### config.mk
export PLATFORM = sky130hd
export DESIGN_NAME = sync_nor_access_timing
export DESIGN_NICKNAME = d
export VERILOG_FILES = /design/src/rtl/profile_store.v /design/src/rtl/sync_nor_access_timing.v
export VERILOG_INCLUDE_DIRS = /design/src /design/src/rtl
export SDC_FILE = /design/constraint.sdc
export NUM_CORES = 1
export LEC_CHECK = 0
export ABC_CLOCK_PERIOD_IN_PS = 12250
export BUFFER_PORTS_ARGS = -buffer_cell sky130_fd_sc_hd__clkbuf_2
export CELL_PAD_IN_SITES_DETAIL_PLACEMENT = 1
export CELL_PAD_IN_SITES_GLOBAL_PLACEMENT = 2
export CORE_MARGIN = 4
export CORE_UTILIZATION = 39
export DETAILED_ROUTE_END_ITERATION = 10
export PLACE_DENSITY = 0.81
export SYNTH_ARGS = -nofsm -noshare
export SYNTH_HDL_FRONTEND = slang
export SYNTH_SLANG_ARGS = --single-unit
### constraint.sdc
create_clock -name clk_sys -period 12.25 [get_ports clk_sys]
set_input_delay 3.675 -clock clk_sys [delete_from_list [all_inputs] [get_ports clk_sys]]
set_output_delay 3.675 -clock clk_sys [all_outputs]
set_load 0.02 [all_outputs]
### src/rtl/nor_sync_defines.vh
// Constants for the synchronous burst NOR access sequencer.
// Assumes one 100 MHz system clock that serves as the functional clock.
// Operation
// Read data, 16 bits, captured on bus clock rising edge; code captures one functional period after the rise.
// Four wait inputs; selected one sampled on bus clock rising edge; code samples one functional period after the rise.
// Bus clock runs at fifty percent duty cycle nominally; code holds it high one period, low div_top periods.
// Address valid bus_clock_start_time periods before first bus clock edge.
// Single read select low: (release minus assert) times scale.
// Burst read select low adds (n-1) beat times, scaled.
// Burst write select low: write release minus assert plus beats, scaled.
// Single read byte enables low for read cycle length, scaled.
// Burst read byte enables add (n-1) beat times, scaled.
// Burst write byte enables: write cycle length plus beats, scaled.
// Select assertion phase: half-cycle delay, divider-dependent parity offsets.
// Strobe assertion uses same phase rule with its own fields.
// Read strobe release by read release time with phase rule.
// Write strobe release by write release time with phase rule.
// Output enable assertion by its time with phase rule.
// Direction goes inbound together with output enable assertion.
// Direction low means outbound.
// Direction back outbound after read cycle and turnaround both finish.
// Eight chip select outputs.
// Non-multiplexed attachment limited to 10 address bits.
// Timing profile held separately for each chip select.
`ifndef NOR_SYNC_DEFINES_VH
`define NOR_SYNC_DEFINES_VH
`define CS_COUNT 8
`define CS_IDX_W 3
`define WAIT_COUNT 4
`define DATA_W 16
`define ADDR_W 26
`define NONMUX_ADDR_W 10
`define TIME_W 5
`define CNT_W 12
`define BURST_W 4
`define DIV_W 2
`define PROFILE_W 72
`define PF_CS_ON 0
`define PF_CS_RD_OFF 5
`define PF_CS_WR_OFF 10
`define PF_ADV_ON 15
`define PF_ADV_RD_OFF 20
`define PF_ADV_WR_OFF 25
`define PF_OE_ON 30
`define PF_RD_CYC 35
`define PF_WR_CYC 40
`define PF_BEAT 45
`define PF_CLK_START 50
`define PF_TURN 55
`define PF_DIV 60
`define PF_SCALE 62
`define PF_CS_HALF 63
`define PF_ADV_HALF 64
`define PF_OE_HALF 65
`define PF_MUXED 66
`define PF_WAIT_SEL 67
`endif

### src/rtl/profile_store.v
// Per-select timing profile store, one word per chip select.
// Assumes software writes a profile before starting an access on that select.
`timescale 1ns/10ps
`default_nettype none
`include "nor_sync_defines.vh"
module profile_store (
    input wire clk_sys,
    input wire write_en,
    input wire [`CS_IDX_W-1:0] write_index,
    input wire [`PROFILE_W-1:0] write_data,
    input wire [`CS_IDX_W-1:0] read_index,
    output reg [`PROFILE_W-1:0] read_data
);
    reg [`PROFILE_W-1:0] mem [0:`CS_COUNT-1];
    always @(posedge clk_sys) begin
        if (write_en) begin
            mem[write_index] <= write_data;
        end
        read_data <= mem[read_index];
    end
endmodule // profile_store
`default_nettype wire

### src/rtl/sync_nor_access_timing.v
// Synchronous NOR single/burst read and burst write sequencer.
// Assumes clk_sys is the functional clock; memory inputs sampled synchronously.
`timescale 1ns/10ps
`default_nettype none
`include "nor_sync_defines.vh"
module sync_nor_access_timing (
    input wire clk_sys,
    input wire reset_n,
    input wire profile_write,
    input wire [`CS_IDX_W-1:0] profile_index,
    input wire [`PROFILE_W-1:0] profile_data,
    input wire start,
    input wire write_access,
    input wire [`CS_IDX_W-1:0] select_index,
    input wire [`BURST_W-1:0] burst_length,
    input wire [`ADDR_W-1:0] address,
    input wire [`DATA_W-1:0] write_data,
    output wire busy,
    output reg [`DATA_W-1:0] read_data,
    output reg read_valid,
    output reg done,
    output reg bus_clock,
    output reg [`CS_COUNT-1:0] chip_select_n,
    output reg address_valid_n,
    output reg output_enable_n,
    output reg byte_enable0_n,
    output reg byte_enable1_n,
    output reg io_direction,
    output reg [`ADDR_W-1:0] address_out,
    output reg [`DATA_W-1:0] data_out,
    output reg data_out_en,
    input wire [`DATA_W-1:0] data_in,
    input wire [`WAIT_COUNT-1:0] wait_in,
    output reg wait_seen
);
    localparam ST_IDLE = 3'd0;
    localparam ST_LOAD = 3'd1;
    localparam ST_RUN = 3'd2;
    localparam ST_TURN = 3'd3;
    localparam ST_DONE = 3'd4;

    reg [2:0] state;
    reg [`CS_IDX_W-1:0] cs_sel;
    reg is_write;
    reg [`BURST_W-1:0] beats;
    reg [`ADDR_W-1:0] addr_hold;
    reg [`CNT_W-1:0] tick;
    reg [`CNT_W-1:0] turn_cnt;
    reg [1:0] div_cnt;
    reg bclk_rise;
    wire [`PROFILE_W-1:0] prof;

    profile_store u_profile (
        .clk_sys(clk_sys),
        .write_en(profile_write),
        .write_index(profile_index),
        .write_data(profile_data),
        .read_index(select_index),
        .read_data(prof)
    );

    reg [`PROFILE_W-1:0] p;
    wire [`TIME_W-1:0] t_cs_on = p[`PF_CS_ON +: `TIME_W];
    wire [`TIME_W-1:0] t_cs_rd = p[`PF_CS_RD_OFF +: `TIME_W];
    wire [`TIME_W-1:0] t_cs_wr = p[`PF_CS_WR_OFF +: `TIME_W];
    wire [`TIME_W-1:0] t_adv_on = p[`PF_ADV_ON +: `TIME_W];
    wire [`TIME_W-1:0] t_adv_rd = p[`PF_ADV_RD_OFF +: `TIME_W];
    wire [`TIME_W-1:0] t_adv_wr = p[`PF_ADV_WR_OFF +: `TIME_W];
    wire [`TIME_W-1:0] t_oe_on = p[`PF_OE_ON +: `TIME_W];
    wire [`TIME_W-1:0] t_rd_cyc = p[`PF_RD_CYC +: `TIME_W];
    wire [`TIME_W-1:0] t_wr_cyc = p[`PF_WR_CYC +: `TIME_W];
    wire [`TIME_W-1:0] t_beat = p[`PF_BEAT +: `TIME_W];
    wire [`TIME_W-1:0] t_clk = p[`PF_CLK_START +: `TIME_W];
    wire [`TIME_W-1:0] t_turn = p[`PF_TURN +: `TIME_W];
    wire [`DIV_W-1:0] div = p[`PF_DIV +: `DIV_W];
    wire scale = p[`PF_SCALE];
    wire cs_half = p[`PF_CS_HALF];
    wire adv_half = p[`PF_ADV_HALF];
    wire oe_half = p[`PF_OE_HALF];
    wire muxed = p[`PF_MUXED];
    wire [1:0] wait_sel = p[`PF_WAIT_SEL +: 2];

    // Scaled edge time: (t + (n-1)*beat) * (scale+1)
    function [`CNT_W-1:0] scaled;
        input [`TIME_W-1:0] t;
        input [`TIME_W-1:0] b;
        input [`BURST_W-1:0] n;
        input sc;
        reg [`CNT_W-1:0] base;
        begin
            base = {{(`CNT_W-`TIME_W){1'b0}}, t} + b * ({{(`CNT_W-`BURST_W){1'b0}}, n} - 12'h001);
            scaled = sc ? (base << 1) : base;
        end
    endfunction

    // Phase offset to align an edge with the bus clock grid
    function [1:0] phase;
        input [`TIME_W-1:0] t;
        input [`TIME_W-1:0] ca;
        input [`DIV_W-1:0] d;
        reg [`TIME_W+1:0] diff;
        reg [`TIME_W+1:0] rem;
        begin
            diff = {2'b00, t} + 7'd60 - {2'b00, ca};
            rem = diff % 7'd3;
            case (d)
                2'd1: phase = {1'b0, t[0] ^ ca[0]};
                2'd2: phase = rem[1:0];
                default: phase = 2'd0;
            endcase
        end
    endfunction

    // Edge times in functional periods; half-cycle delays via cs_half, adv_half, oe_half at the outputs
    wire [`CNT_W-1:0] cs_on_at = scaled(t_cs_on, t_beat, 4'h1, scale)
        + {10'h000, phase(t_cs_on, t_clk, div)};
    wire [`CNT_W-1:0] cs_off_at = cs_on_at
        + scaled(is_write ? t_cs_wr : t_cs_rd, t_beat, beats, scale)
        - scaled(t_cs_on, t_beat, 4'h1, scale);
    wire [`CNT_W-1:0] adv_on_at = scaled(t_adv_on, t_beat, 4'h1, scale)
        + {10'h000, phase(t_adv_on, t_clk, div)};
    wire [`CNT_W-1:0] adv_off_at = is_write
        ? scaled(t_adv_wr, t_beat, 4'h1, scale) + {10'h000, phase(t_adv_wr, t_clk, div)}
        : scaled(t_adv_rd, t_beat, 4'h1, scale) + {10'h000, phase(t_adv_rd, t_clk, div)};
    wire [`CNT_W-1:0] oe_on_at = scaled(t_oe_on, t_beat, 4'h1, scale)
        + {10'h000, phase(t_oe_on, t_clk, div)};
    wire [`CNT_W-1:0] be_len = scaled(is_write ? t_wr_cyc : t_rd_cyc, t_beat, beats, scale);
    wire [`CNT_W-1:0] clk_at = {{(`CNT_W-`TIME_W){1'b0}}, t_clk};
    wire [`CNT_W-1:0] end_at = (cs_off_at > be_len) ? cs_off_at : be_len;

    assign busy = (state != ST_IDLE);
    // Registered pin cannot toggle at full rate; divider 0 runs as divider 1
    wire [1:0] div_top = (div == 2'h0) ? 2'h1 : div;

    always @(posedge clk_sys or negedge reset_n) begin
        if (!reset_n) begin
            state <= ST_IDLE;
            cs_sel <= 3'h0;
            is_write <= 1'b0;
            beats <= 4'h1;
            addr_hold <= 26'h0000000;
            p <= 72'h000000000000000000;
            tick <= 12'h000;
            turn_cnt <= 12'h000;
            div_cnt <= 2'h0;
            bclk_rise <= 1'b0;
            read_data <= 16'h0000;
            read_valid <= 1'b0;
            done <= 1'b0;
            wait_seen <= 1'b0;
        end else begin
            read_valid <= 1'b0;
            done <= 1'b0;
            bclk_rise <= 1'b0;
            case (state)
                ST_IDLE: begin
                    if (start) begin
                        cs_sel <= select_index;
                        is_write <= write_access;
                        beats <= (burst_length == 4'h0) ? 4'h1 : burst_length;
                        addr_hold <= address;
                        state <= ST_LOAD;
                    end
                end
                ST_LOAD: begin
                    p <= prof;
                    tick <= 12'h000;
                    div_cnt <= 2'h0;
                    state <= ST_RUN;
                end
                ST_RUN: begin
                    tick <= tick + 12'h001;
                    if (tick >= clk_at) begin
                        div_cnt <= (div_cnt == div_top) ? 2'h0 : div_cnt + 2'h1;
                        if (div_cnt == 2'h0) begin
                            bclk_rise <= 1'b1;
                        end
                    end
                    // Sample one functional period after the rising edge, data held by hold time
                    if (bclk_rise && !is_write && !output_enable_n) begin
                        read_data <= data_in;
                        read_valid <= 1'b1;
                        wait_seen <= wait_in[wait_sel];
                    end else if (bclk_rise) begin
                        wait_seen <= wait_in[wait_sel];
                    end
                    if (tick + 12'h001 >= end_at) begin
                        turn_cnt <= {{(`CNT_W-`TIME_W){1'b0}}, t_turn};
                        state <= ST_TURN;
                    end
                end
                ST_TURN: begin
                    // Outbound only after cycle and turnaround both complete
                    if (turn_cnt == 12'h000) begin
                        state <= ST_DONE;
                    end else begin
                        turn_cnt <= turn_cnt - 12'h001;
                    end
                end
                ST_DONE: begin
                    done <= 1'b1;
                    state <= ST_IDLE;
                end
                default: state <= ST_IDLE;
            endcase
        end
    end

    // Outputs registered; half-cycle extras appear one period late here
    wire run = (state == ST_RUN);
    wire [`CNT_W-1:0] now = tick;
    always @(posedge clk_sys or negedge reset_n) begin
        if (!reset_n) begin
            bus_clock <= 1'b0;
            chip_select_n <= 8'hff;
            address_valid_n <= 1'b1;
            output_enable_n <= 1'b1;
            byte_enable0_n <= 1'b1;
            byte_enable1_n <= 1'b1;
            io_direction <= 1'b0;
            address_out <= 26'h0000000;
            data_out <= 16'h0000;
            data_out_en <= 1'b0;
        end else begin
            if (run && now >= clk_at) begin
                bus_clock <= (div_cnt == 2'h0);
            end else begin
                bus_clock <= 1'b0;
            end
            if (state == ST_LOAD) begin
                // Non-multiplexed attachment drives only low address bits
                address_out <= prof[`PF_MUXED] ? addr_hold
                    : {{(`ADDR_W-`NONMUX_ADDR_W){1'b0}}, addr_hold[`NONMUX_ADDR_W-1:0]};
            end
            if (run) begin
                chip_select_n[cs_sel] <= !(now >= cs_on_at + {11'h000, cs_half}
                    && now < cs_off_at);
                address_valid_n <= !(now >= adv_on_at + {11'h000, adv_half}
                    && now < adv_off_at);
                byte_enable0_n <= !(now < be_len);
                byte_enable1_n <= !(now < be_len);
                if (!is_write && now >= oe_on_at + {11'h000, oe_half} && now < cs_off_at) begin
                    output_enable_n <= 1'b0;
                    io_direction <= 1'b1;
                end else begin
                    output_enable_n <= 1'b1;
                end
                data_out <= write_data;
                data_out_en <= is_write || (muxed && now < adv_off_at);
            end else begin
                chip_select_n <= 8'hff;
                address_valid_n <= 1'b1;
                output_enable_n <= 1'b1;
                byte_enable0_n <= 1'b1;
                byte_enable1_n <= 1'b1;
                data_out_en <= 1'b0;
                if (state == ST_DONE || state == ST_IDLE) begin
                    io_direction <= 1'b0;
                end
            end
        end
    end
endmodule // sync_nor_access_timing
`default_nettype wire

After elaboration in Yosys (flattened, before gate mapping)
Memories as Yosys holds them, arrays and structs flattened. A register that Yosys moved wholly into a read port is not among the register bits.
Index checks and enable logic that the tools add are counted.
Word-level totals
  word-level logic and storage cells: 174
  output and inout bits: 77
  input bits: 149
  RAM bits: 576
  bits in registers: 208
  memories: 1
Memory list
  u_profile.mem: depth 8, width 72, read ports 1, clocked after memory_dff 1, wr ports 1, RTL line profile_store.v:14  | reg [`PROFILE_W-1:0] mem [0:`CS_COUNT-1];
Operators by class
  muxes and demuxes: 55
  $mul: 1
  divide/modulo/power cells: 5
  bitwise gates (word level): 5
  add/sub/neg operators: 26
  reduce and logical (&&, ||, !) cells: 33
  order comparisons: 12
  eq/ne operators: 13
Operators by type and width (count)
  $mux 12: 5
  $pmux 12 s2: 2
  $add 5x6->7 const B: 5
  $mod 7x2->7 const B: 5
  $sub 7x5->7: 5
  $mux 6: 5
  $add 6x2->7: 4
  $mux 26: 1
  $ge 12x12->1: 2
  $ge 12x8->1: 2
  $lt 12x12->1: 2
  $pmux 2 s2: 6
  $mux 1: 21
  $add 7x1->8: 2
  $add 12x1->12: 1
  $add 12x1->12 const B: 1
  $add 12x12->12: 1
  $add 12x2->12: 1
  $add 5x12->12: 1
  $add 6x11->12: 1
  $ge 12x5->1: 1
  $gt 12x12->1: 1
  $logic_not 12->1: 1
  $lt 12x7->1: 1
  other kinds (37): 73

Longest topological paths before layout
Gate-level depths: netlist of run 1.
  depth after elaboration: 12
  mapped depth: 60
  gate-level depth less buffers: 57

Cells and area by module
Synthesis of run 1 repeated with hierarchy kept, for this count alone.
Unflattened totals
  cells, all modules: 3082
  area total of the unflattened synthesis: 41622.4 um2
By module, submodules not included
  profile_store: seq. area each 18738.0 um2, area an instance 23368.7 um2, cells each 917, times used 1
  sync_nor_access_timing: seq. area each 5220.0 um2, area an instance 18253.8 um2, cells each 2165, times used 1

Worst setup path before layout of run 1
No wires, ideal clock.
  path kind: register -> register
  from: register p[51]
  to: register turn_cnt[1]
  setup time: 0.134 ns
  data required time: 12.116 ns
  slack: 0.453 ns
  period minus slack after synthesis: 11.797 ns
  arrival time: 11.664 ns
  cell stages (with the launch flop): 58
  cell sequence: dfrtp_1 -> inv_1 -> ha_1 -> ha_1 -> fa_1 -> a21o_1 -> a21oi_1 -> xor2_1 -> ha_1 -> mux2i_1 -> nand2_1 -> a21oi_1 -> nor3_1 -> a2111oi_0 -> a21oi_1 -> ha_1 -> a21oi_1 -> o32ai_1 -> [... 22 more ...] -> nand4_1 -> nor3_1 -> a2111oi_0 -> nor2_1 -> clkbuf_1 -> mux2_2 -> ha_1 -> nand2b_1 -> a21o_1 -> a21o_1 -> a21o_1 -> a21o_1 -> a21o_1 -> a2111oi_0 -> o31ai_1 -> clkbuf_1 -> nand2_1 -> o21ai_0
On the way
  cells in the longest elaborated chain, start to end: 11
Ends and longest elaborated chain
  from (decl): RTL line sync_nor_access_timing.v:62  | reg [`PROFILE_W-1:0] p;
  from (signal assigned): RTL line sync_nor_access_timing.v:166  | p <= prof;
  $sub 7x5->7 *: RTL line sync_nor_access_timing.v:104  | diff = {2'b00, t} + 7'd60 - {2'b00, ca};
  $mod 7x2->7 *: RTL line sync_nor_access_timing.v:105  | rem = diff % 7'd3;
  $pmux 2 s2 *: RTL line sync_nor_access_timing.v:106  | case (d)
  $add 12x2->12 *: RTL line sync_nor_access_timing.v:116  | + {10'h000, phase(t_cs_on, t_clk, div)};
  $add 12x12->12 *: RTL line sync_nor_access_timing.v:118  | + scaled(is_write ? t_cs_wr : t_cs_rd, t_beat, beats, scale)
  $sub 12x6->12 *: RTL line sync_nor_access_timing.v:119  | - scaled(t_cs_on, t_beat, 4'h1, scale);
  $gt 12x12->1: RTL line sync_nor_access_timing.v:129  | wire [`CNT_W-1:0] end_at = (cs_off_at > be_len) ? cs_off_at : be_len;
  $mux 12 *: RTL line sync_nor_access_timing.v:129
  $ge 12x12->1 *: RTL line sync_nor_access_timing.v:187  | if (tick + 12'h001 >= end_at) begin
  $ne 2x1->1 (no source line) *
  $reduce_and 3->1 (no source line) *
  to (signal assigned): RTL line sync_nor_access_timing.v:188  | turn_cnt <= {{(`CNT_W-`TIME_W){1'b0}}, t_turn};
  to (signal assigned): RTL line sync_nor_access_timing.v:197  | turn_cnt <= turn_cnt - 12'h001;
  to (decl): RTL line sync_nor_access_timing.v:48  | reg [`CNT_W-1:0] turn_cnt;
Every way passes the cells marked *; elsewhere a longest branch is shown, timed or not.
A chain may end at the register's enable or synchronous reset.

Worst setup path in the final report of run 1
  from: register p[1]
  to: register turn_cnt[3]
On the way
  cells in the longest elaborated chain, start to end: 12
  elaborated cells between the ends (all ways): 13
  classes of those cells: add/sub: 5; div: 1; order compare: 2; eq/ne: 1; mux: 3; reduce/logical: 1
Ends and longest elaborated chain (RTL line)
  $add 5x6->7: sync_nor_access_timing.v:104
  $sub 7x5->7: sync_nor_access_timing.v:104
  $mod 7x2->7: sync_nor_access_timing.v:105
  $pmux 2 s2: sync_nor_access_timing.v:106
  $add 12x2->12: sync_nor_access_timing.v:116
  $add 12x12->12: sync_nor_access_timing.v:118
  $sub 12x6->12 *: sync_nor_access_timing.v:119
  $gt 12x12->1: sync_nor_access_timing.v:129
  $mux 12 *: sync_nor_access_timing.v:129
  $ge 12x12->1 *: sync_nor_access_timing.v:187
  $ne 2x1->1 (no source line) *
  $reduce_and 3->1 (no source line) *
Marks and branches as above.

==> results of run 1 <==
-- through the flow --
step | hold slack [ps] | setup WS (ps) | util (%) | std cells | area (µm²)
floorplan | 398 | 453 | - | 3100 | 40400
global placement | 401 | -63.4 | 42.2 | 4601 | 43200
detailed placement | 413 | -107 | 42.2 | 4601 | 43200
CTS | 424 | 26.5 | 45.1 | 4766 | 46100
global route | 440 | -43.0 | 45.2 | 4771 | 46300
finish | 420 | 724 | 45.2 | 4773 | 46300
-- timing repair --
action	CTS	global route
hold buffers	0	0
hold endpoints to repair	0	0
resized for setup	5	29
gates cloned	0	1
buffers inserted	0	4
pin swaps	0	9
endpoints found under the setup margin	12	13
-- worst paths after layout --
kind	to	slack, ps	cells after the start
min reg2reg	p[63]$_DFFE_PN0P_	420	2
min in group asynchronous	read_data[0]$_DFFE_PN0P_	3030	1
max	turn_cnt[3]$_DFFE_PN0P_	720	54
min	p[63]$_DFFE_PN0P_	420	2
max reg2reg	turn_cnt[3]$_DFFE_PN0P_	720	54
max in group asynchronous	p[62]$_DFFE_PN0P_	7700	2
-- placed cells by master (no fill, tap or decap), drive strengths merged, types with 69 or more instances in the layout --
cell,instances
edfxtp,552
nand2,419
clkbuf,340
ha,201
dfrtp,196
inv,168
mux4,141
mux2,127
nor2,126
a21oi,120
o21ai,110
dfxtp,69
-- cell families (layout without fill, tap and decap cells) --
family / after synthesis / in the layout / synth area share (%)
fa+ha+maj: 227 / 227 / 7.51
other cells: 1 / 3 / 0.00928
simple gates: 830 / 830 / 9.24
flops: 829 / 829 / 57.3
buf+inv: 303 / 605 / 2.87
mux: 306 / 306 / 12.4
compound gates: 509 / 510 / 8.39
xor+xnor: 95 / 95 / 2.28
-- layout make-up --
cell class / count / area share [%]
sequential: 829 / 50.1
inverter: 164 / 1.33
clock buffer: 122 / 5.30
multi-input combinational: 1969 / 35.2
antenna: 2 / 0.0108
clock inverter: 43 / 0.992
timing repair buffer: 276 / 3.37
tap: 1368 / 3.70
-- cells in the mapped netlist (26+ instances only) --
cell type / instances
mux4_2: 141
a31oi_1: 33
xor2_1: 41
nor2b_1: 37
nand3_1: 62
xnor2_1: 48
clkbuf_1: 103
mux2i_1: 38
nor3_1: 55
a21oi_1: 119
edfxtp_1: 552
nand2_1: 419
nor2_1: 125
ha_1: 201
a21o_1: 51
o21ai_0: 108
dfxtp_1: 69
fa_1: 26
dfrtp_1: 196
mux2_2: 125
inv_1: 162
-- tightest hold or removal path, delay by kind of cell, from the launching register on --
| kind | cells | cell delay (ps) |
|---|---|---|
| DFF | 1 | 300 |
| and+or+nand+nor | 2 | 90 |
-- routing by layer --
layer,vias to the layer above,global-route usage [%]
met2,392,33.1
li1,11966,-
met4,4,4.47
met3,126,2.73
met5,-,0
met1,13015,25.7
-- sequential cells by signal, summed over array words and instances (netlist names), 2 cells and up --
signal,flops
addr_hold,26
address_out,26
beats,4
chip_select_n,8
cs_sel,3
data_out,16
div_cnt,2
now,12
p,69
read_data,16
state,3
turn_cnt,12
u_profile.mem,552
u_profile.read_data,69
==> impl_metrics.json, run 1 <==
{
  "status": "finished, final reports clean",
  "gr-total-overflow": 0,
  "cts.sinks": 829,
  "grt_pass1_vias": 27506,
  "synthTopCellsByArea": "edfxtp_1, dfrtp_1, mux4_2",
  "drive_gt1_share_pct": 22.3,
  "dr.pass1.iters": 5,
  "grt_max_degree": 98,
  "hold_viol": 0,
  "yosysTopAreaCell": "edfxtp_1",
  "maxSlewHeadroom_pct": 29.9,
  "netlist.area_leader.share_pct": 41.0,
  "end_kind": "flip-flop",
  "crit_slowest_cell": "fa_1",
  "fmax_mhz": 86.8,
  "hpwl_um": 67500,
  "dieArea_mm2": 0.109,
  "fin_crit_sh_pct": 94.1,
  "synthToLayoutAreaGrowth_pct": 14.5,
  "viasPerCell": 5.34,
  "avgSynthCellArea_um2": 13.0,
  "start_util_pct": 39.5,
  "finClkSkew_ps": 47.8,
  "highest_layer": "met5",
  "clk_pin_slew_ps": 60,
  "fill_cells": 10568,
  "grt_pass1_wl_um": 162000,
  "dr_wl_met3_um": 4020,
  "ys_warn_count": 0,
  "worstPathRequired_ps": 12740,
  "area.sequential_mm2": 0.0232,
  "antenna_found_initial": 6,
  "numCtsBuffers": 88,
  "worstSetupPathType": "reg -> reg",
  "startpoint": "p[1]$_DFFE_PN0P_",
  "post-route-min-period_ps": 11530,
  "synth-seq-area-share_pct": 57.3,
  "drv_cap": 0,
  "worst_pin_slew_ps": 1050,
  "min_path_type": "reg -> reg",
  "core_area_mm2": 0.102,
  "die_height_um": 330,
  "nNetsFinal": 3704,
  "slew_viol_final": 0,
  "crit_fanout": 8,
  "ctsRootBufferMaster": "clkbuf_16",
  "netlist_area_mm2": 0.0404,
  "syn_nets": 3476,
  "cp_num_buf_inv": 4,
  "met1_length_um": 45800,
  "setup_tns_ps": 0,
  "wl_per_cell_um": 21.7,
  "clock_latency_ps": 680,
  "gr-usage-all-layers_pct": 19.1,
  "rr_startpoint": "p[1]$_DFFE_PN0P_",
  "cp-start-kind": "flip-flop",
  "routed_wl_um": 103000,
  "cts_tree": "yes",
  "synth_edf_count": 552,
  "arrival_ps": 12020,
  "drtAntennaViolNets": 0,
  "synth_ff_type": "edfxtp_1",
  "cts_max_level": 3,
  "hp-start": "u_profile.read_data[63]$_DFF_P_",
  "met2WireLength_um": 51800,
  "postSynthCellCount": 3100,
  "finalSetupViolCount": 0,
  "portBuffers": 222,
  "synth_cell_types": 92,
  "rows": 117,
  "cp_top_family": "compound AO/OA/AOI/OAI gates",
  "drc": 0,
  "ioPinCount": 226,
  "multiInputGateArea_mm2": 0.0163,
  "drt_iter0_markers": 1546,
  "gp_congestion": 0.818,
  "clk_path_buf_depth": 3,
  "die_w_um": 330,
  "async_flop_share_pct": 25.1,
  "synth-seq-cells": 829,
  "vias": 25503,
  "crit_path_max_incr_delay_ps": 500
}
Power of run 1 is not shown: default switching activity piles up to over one toggle a cycle in this logic, so the estimate is an artifact.
==> run 2, diff against run 1 <==
--- a/config.mk
+++ b/config.mk
@@ -6,14 +6,15 @@
 export SDC_FILE = /design/constraint.sdc
 export NUM_CORES = 1
 export LEC_CHECK = 0
-export ABC_CLOCK_PERIOD_IN_PS = 12250
+export ABC_CLOCK_PERIOD_IN_PS = 12100
 export BUFFER_PORTS_ARGS = -buffer_cell sky130_fd_sc_hd__clkbuf_2
 export CELL_PAD_IN_SITES_DETAIL_PLACEMENT = 1
 export CELL_PAD_IN_SITES_GLOBAL_PLACEMENT = 2
 export CORE_MARGIN = 4
-export CORE_UTILIZATION = 39
+export CORE_UTILIZATION = 44
 export DETAILED_ROUTE_END_ITERATION = 10
-export PLACE_DENSITY = 0.81
+export PLACE_DENSITY = 0.85
 export SYNTH_ARGS = -nofsm -noshare
 export SYNTH_HDL_FRONTEND = slang
+export SYNTH_HIERARCHICAL = 1
 export SYNTH_SLANG_ARGS = --single-unit
==> constraint.sdc (replaced) <==
create_clock -name clk_sys -period 12.1 [get_ports clk_sys]
set_input_delay 3.63 -clock clk_sys [delete_from_list [all_inputs] [get_ports clk_sys]]
set_output_delay 3.63 -clock clk_sys [all_outputs]
set_load 0.02 [all_outputs]
==> run 2 against run 1 <==
Against the previous run: critical path depth grew 1; critical path type unchanged; non-clock buffer count grew 17; register-to-register slack is essentially flat; highest routed layer unchanged; global-route usage grew 2.9 points.
==> impl_metrics.json, run 2 <==
{
  "worstPathRequired_ps": 12630,
  "die_height_um": 312,
  "nNetsFinal": 3673,
  "min_path_type": "reg -> reg",
  "core_area_mm2": 0.0917,
  "portBuffers": 222,
  "avgSynthCellArea_um2": 13.4,
  "drt_iter0_markers": 1734,
  "netlist_area_mm2": 0.0407,
  "fin_cells": 4564,
  "dr_wl_met3_um": 4690,
  "postSynthCellCount": 3046,
  "gr-total-overflow": 0,
  "hpwl_um": 70400,
  "ctsRootBufferMaster": "clkbuf_16",
  "largest_reg_flops": 552,
  "post-route-min-period_ps": 11370,
  "top_register": "u_profile/mem",
  "crit_path_max_incr_delay_ps": 540,
  "ioPinCount": 226,
  "clock_latency_ps": 670,
  "status": "finished, final reports clean",
  "viasPerCell": 5.66,
  "finalSetupViolCount": 0,
  "wl_per_cell_um": 23.6,
  "gp_congestion": 0.808,
  "clk_pin_slew_ps": 60,
  "end_kind": "flip-flop",
  "routed_wl_um": 108000,
  "antenna_found_initial": 12,
  "layout_commonest_cell": "edfxtp_1",
  "cp_common_cell": "a21o_1",
  "fin_crit_sh_pct": 94.0,
  "grt_pass1_vias": 27975,
  "die_w_um": 312,
  "dr.pass1.iters": 5,
  "drv_cap": 0,
  "cts_max_level": 3,
  "fin_util_pct": 50.4,
  "arrival_ps": 11910,
  "cts_hold_buffers": 0,
  "drive_gt1_share_pct": 23.1,
  "highest_layer": "met5",
  "crit_fanout": 5,
  "worstSetupPathType": "reg -> reg",
  "cts_tree": "yes",
  "met1_length_um": 45100,
  "layout.cells.most_common_list": "edfxtp_1, nand2_1, clkbuf_2, ha_1, dfrtp_1",
  "grt_pass1_wl_um": 168000,
  "numCtsBuffers": 87,
  "drtAntennaViolNets": 0,
  "gr-usage-all-layers_pct": 22.0,
  "fmax_mhz": 87.9,
  "worst_pin_slew_ps": 1140,
  "syn_nets": 3422,
  "dieArea_mm2": 0.0974,
  "ff2ff_path_depth": 55,
  "finClkSkew_ps": 33.3,
  "synthToLayoutAreaGrowth_pct": 13.7,
  "clk_path_buf_depth": 3,
  "setup_tns_ps": 0,
  "cts.sinks": 829,
  "hold_viol": 0,
  "ys_warn_count": 6,
  "hold_depth": 2,
  "cp-start-kind": "flip-flop",
  "rows": 111,
  "start_util_pct": 44.4,
  "crit_slowest_cell": "or4_4",
  "maxSlewHeadroom_pct": 23.5,
  "drc": 0,
  "slew_viol_final": 0,
  "met2WireLength_um": 54600,
  "grt_max_degree": 87,
  "vias": 25833,
  "dp_cells": 4380,
  "reg_top3": "u_profile/mem x552, p x69, u_profile/read_data x69"
}
[run 2: per-stage QoR]
step	cell area [µm²]	setup WS, ps	hold WS (ps)
after floorplan	40700	99.8	398
after global placement	43100	159	404
after detailed placement	43100	-43.4	408
after CTS	46000	2.09	430
after global routing	46200	-41.6	451
final	46200	727	428
[run 2: layout make-up]
class	count	area (µm²)
diodes	8	20.0
clock buffers	126	2610
clock inverters	36	300
fillers	9213	45400
inverters	171	642
multi-input cells	1915	16300
flip-flops and latches	829	23200
well taps	1186	1480
repair buffers	293	1670
[run 2: final timing paths]
path,start,slack (ps),to
min in group asynchronous,reset_n,2960,read_data[9]$_DFFE_PN0P_
setup / recovery,p[1]$_DFFE_PN0P_,730,turn_cnt[3]$_DFFE_PN0P_
setup reg to reg,p[1]$_DFFE_PN0P_,730,turn_cnt[3]$_DFFE_PN0P_
max in group asynchronous,reset_n,7630,p[12]$_DFFE_PN0P_
hold / removal,u_profile/read_data[9]$_DFF_P_,430,p[9]$_DFFE_PN0P_
hold reg to reg,u_profile/read_data[9]$_DFF_P_,430,p[9]$_DFFE_PN0P_
[run 2: repair_timing]
item | CTS | global route
pin swaps | 2 | 14
endpoints found under the setup margin | 10 | 15
cloned | 0 | 1
resized for setup | 3 | 22
buffers inserted | 0 | 13
[run 2: worst max-delay path: cells and delay by family, from the launching register on]
family / cells / cell delay (ps)
xor gates and xnor gates: 3 / 610
and+or+nand+nor: 7 / 1410
adders and majority gates: 11 / 3550
AOI/OAI and AO/OA: 27 / 4200
buffers and inverters: 6 / 700
DFF: 1 / 390
muxes: 1 / 360
[run 2: layer usage]
metal  global-route usage (%)  vias to the layer above
li1                         -                    11829
met1                     28.7                    13252
met2                     38.1                      578
met3                     3.36                      168
met4                     7.32                        6
met5                        0                        -
Power of run 2 is left out for the same reason.
==> run 3, diff against run 2 <==
--- a/config.mk
+++ b/config.mk
@@ -10,7 +10,6 @@
 export BUFFER_PORTS_ARGS = -buffer_cell sky130_fd_sc_hd__clkbuf_2
 export CELL_PAD_IN_SITES_DETAIL_PLACEMENT = 1
 export CELL_PAD_IN_SITES_GLOBAL_PLACEMENT = 2
-export CORE_MARGIN = 4
 export CORE_UTILIZATION = 44
 export DETAILED_ROUTE_END_ITERATION = 10
 export PLACE_DENSITY = 0.85
==> run 3 against run 2 <==
Against the previous run: register-to-register slack got worse by 270 ps; sequential cell count did not move; critical path depth fell by 3; critical path type unchanged; largest cell class unchanged; highest routed layer unchanged.
==> impl_metrics.json, run 3 (same netlist as run 2, synthesis figures left out) <==
{
  "portBuffers": 222,
  "post-route-min-period_ps": 11640,
  "place_ws_ps": -281,
  "cts_hold_buffers": 0,
  "fmax_mhz": 85.9,
  "grt_pass1_vias": 28247,
  "core_area_mm2": 0.0917,
  "clk_pin_slew_ps": 70,
  "start_util_pct": 44.4,
  "wl_per_cell_um": 23.3,
  "layout.cells.most_common_list": "edfxtp_1, nand2_1, clkbuf_2, ha_1, dfrtp_1",
  "worst_pin_slew_ps": 1210,
  "min_path_type": "reg -> reg",
  "hold_viol": 0,
  "status": "finished, final reports clean",
  "drt_iter0_markers": 1549,
  "worstPathRequired_ps": 12650,
  "regToRegSetupSlack_ps": 460,
  "crit_slowest_cell": "fa_1",
  "maxSlewHeadroom_pct": 19.0,
  "drive_gt1_share_pct": 22.7,
  "whs_ps": 413,
  "cp_top_family": "compound AO/OA/AOI/OAI gates",
  "drc": 0,
  "finalSetupViolCount": 0,
  "cp_num_buf_inv": 3,
  "top_register": "u_profile/mem",
  "synthToLayoutAreaGrowth_pct": 13.7,
  "fin_crit_sh_pct": 96.2,
  "rsz0062_at_grt": "false",
  "vias": 25842,
  "dieArea_mm2": 0.0936,
  "cts_tree": "yes",
  "gr-total-overflow": 0,
  "cts_max_level": 3,
  "antenna_found_initial": 9,
  "ctsRootBufferMaster": "clkbuf_16",
  "viasPerCell": 5.66,
  "setup_tns_ps": 0,
  "hpwl_um": 70000,
  "die_w_um": 306,
  "arrival_ps": 12190,
  "cts.sinks": 829,
  "largest_reg_flops": 552,
  "nNetsFinal": 3675,
  "layout_setup_ws_ps": 461,
  "worstSetupPathType": "reg -> reg",
  "end_kind": "flip-flop",
  "clock_latency_ps": 690,
  "numCtsBuffers": 87,
  "rows": 111,
  "gp_congestion": 0.848,
  "grt_max_degree": 84,
  "drv_cap": 0,
  "reg_top3": "u_profile/mem x552, p x69, u_profile/read_data x69",
  "dr.pass1.iters": 7,
  "ioPinCount": 226,
  "cp_common_cell": "a21o_1",
  "layout_commonest_cell": "edfxtp_1",
  "grt_pass1_wl_um": 164000,
  "die_height_um": 306,
  "slew_viol_final": 0,
  "cp-start-kind": "flip-flop",
  "finClkSkew_ps": 63.4,
  "drtAntennaViolNets": 0,
  "crit_fanout": 7,
  "gr-usage-all-layers_pct": 22.6,
  "crit_path_max_incr_delay_ps": 590,
  "routed_wl_um": 106000,
  "clk_path_buf_depth": 3
}
-- run 3: area by class of cell --
type,instances,area [µm²]
Clock inverter,33,434
Antenna cell,3,7.51
Multi-Input combinational cell,1915,16400
Inverter,171,642
Timing Repair Buffer,295,1680
Tap cell,1186,1480
Clock buffer,131,2460
Fill cell,9266,45400
Sequential cell,829,23200
-- run 3: repair_timing --
| item | CTS | global route |
|---|---|---|
| buffers inserted | 7 | 13 |
| resized for setup | 8 | 22 |
| cloned | 0 | 1 |
| pin swaps | 4 | 18 |
| endpoints found under the setup margin | 15 | 15 |
-- run 3: worst reg2reg max path, delay by kind of cell (launching register included) --
family,cells,cell delay [ps]
buffers and inverters,3,320
AND/OR/NAND/NOR,8,1560
flip-flops,1,400
multiplexers,1,360
AO/OA/AOI/OAI,27,4910
adder cells (fa/ha/maj),11,3720
XOR/XNOR,2,250
-- run 3: per-stage QoR --
stage / cell area, µm² / cells / utilization, %
floorplan: 40700 / 3046 / -
global placement: 43100 / 4375 / 47.0
detailed placement: 43100 / 4375 / 47.0
CTS: 46100 / 4546 / 50.2
global route: 46200 / 4563 / 50.5
finish: 46200 / 4563 / 50.5
-- run 3: final timing paths --
path | from | to | cells after the start
setup / recovery | p[1]$_DFFE_PN0P_ | turn_cnt[7]$_DFFE_PN0P_ | 52
hold / removal | u_profile/read_data[36]$_DFF_P_ | p[36]$_DFFE_PN0P_ | 2
setup reg to reg | p[1]$_DFFE_PN0P_ | turn_cnt[7]$_DFFE_PN0P_ | 52
hold reg to reg | u_profile/read_data[36]$_DFF_P_ | p[36]$_DFFE_PN0P_ | 2
max in group asynchronous | reset_n | p[2]$_DFFE_PN0P_ | 3
min in group asynchronous | reset_n | read_data[8]$_DFFE_PN0P_ | 1
-- run 3: layer usage --
layer | vias up | global-route usage (%) | wire (µm)
li1 | 11821 | - | -
met1 | 13374 | 28.8 | 45600
met2 | 484 | 39.8 | 54100
met3 | 153 | 3.16 | 3990
met4 | 10 | 7.27 | 2410
met5 | - | 0 | 71
Power of run 3 is left out for the same reason.
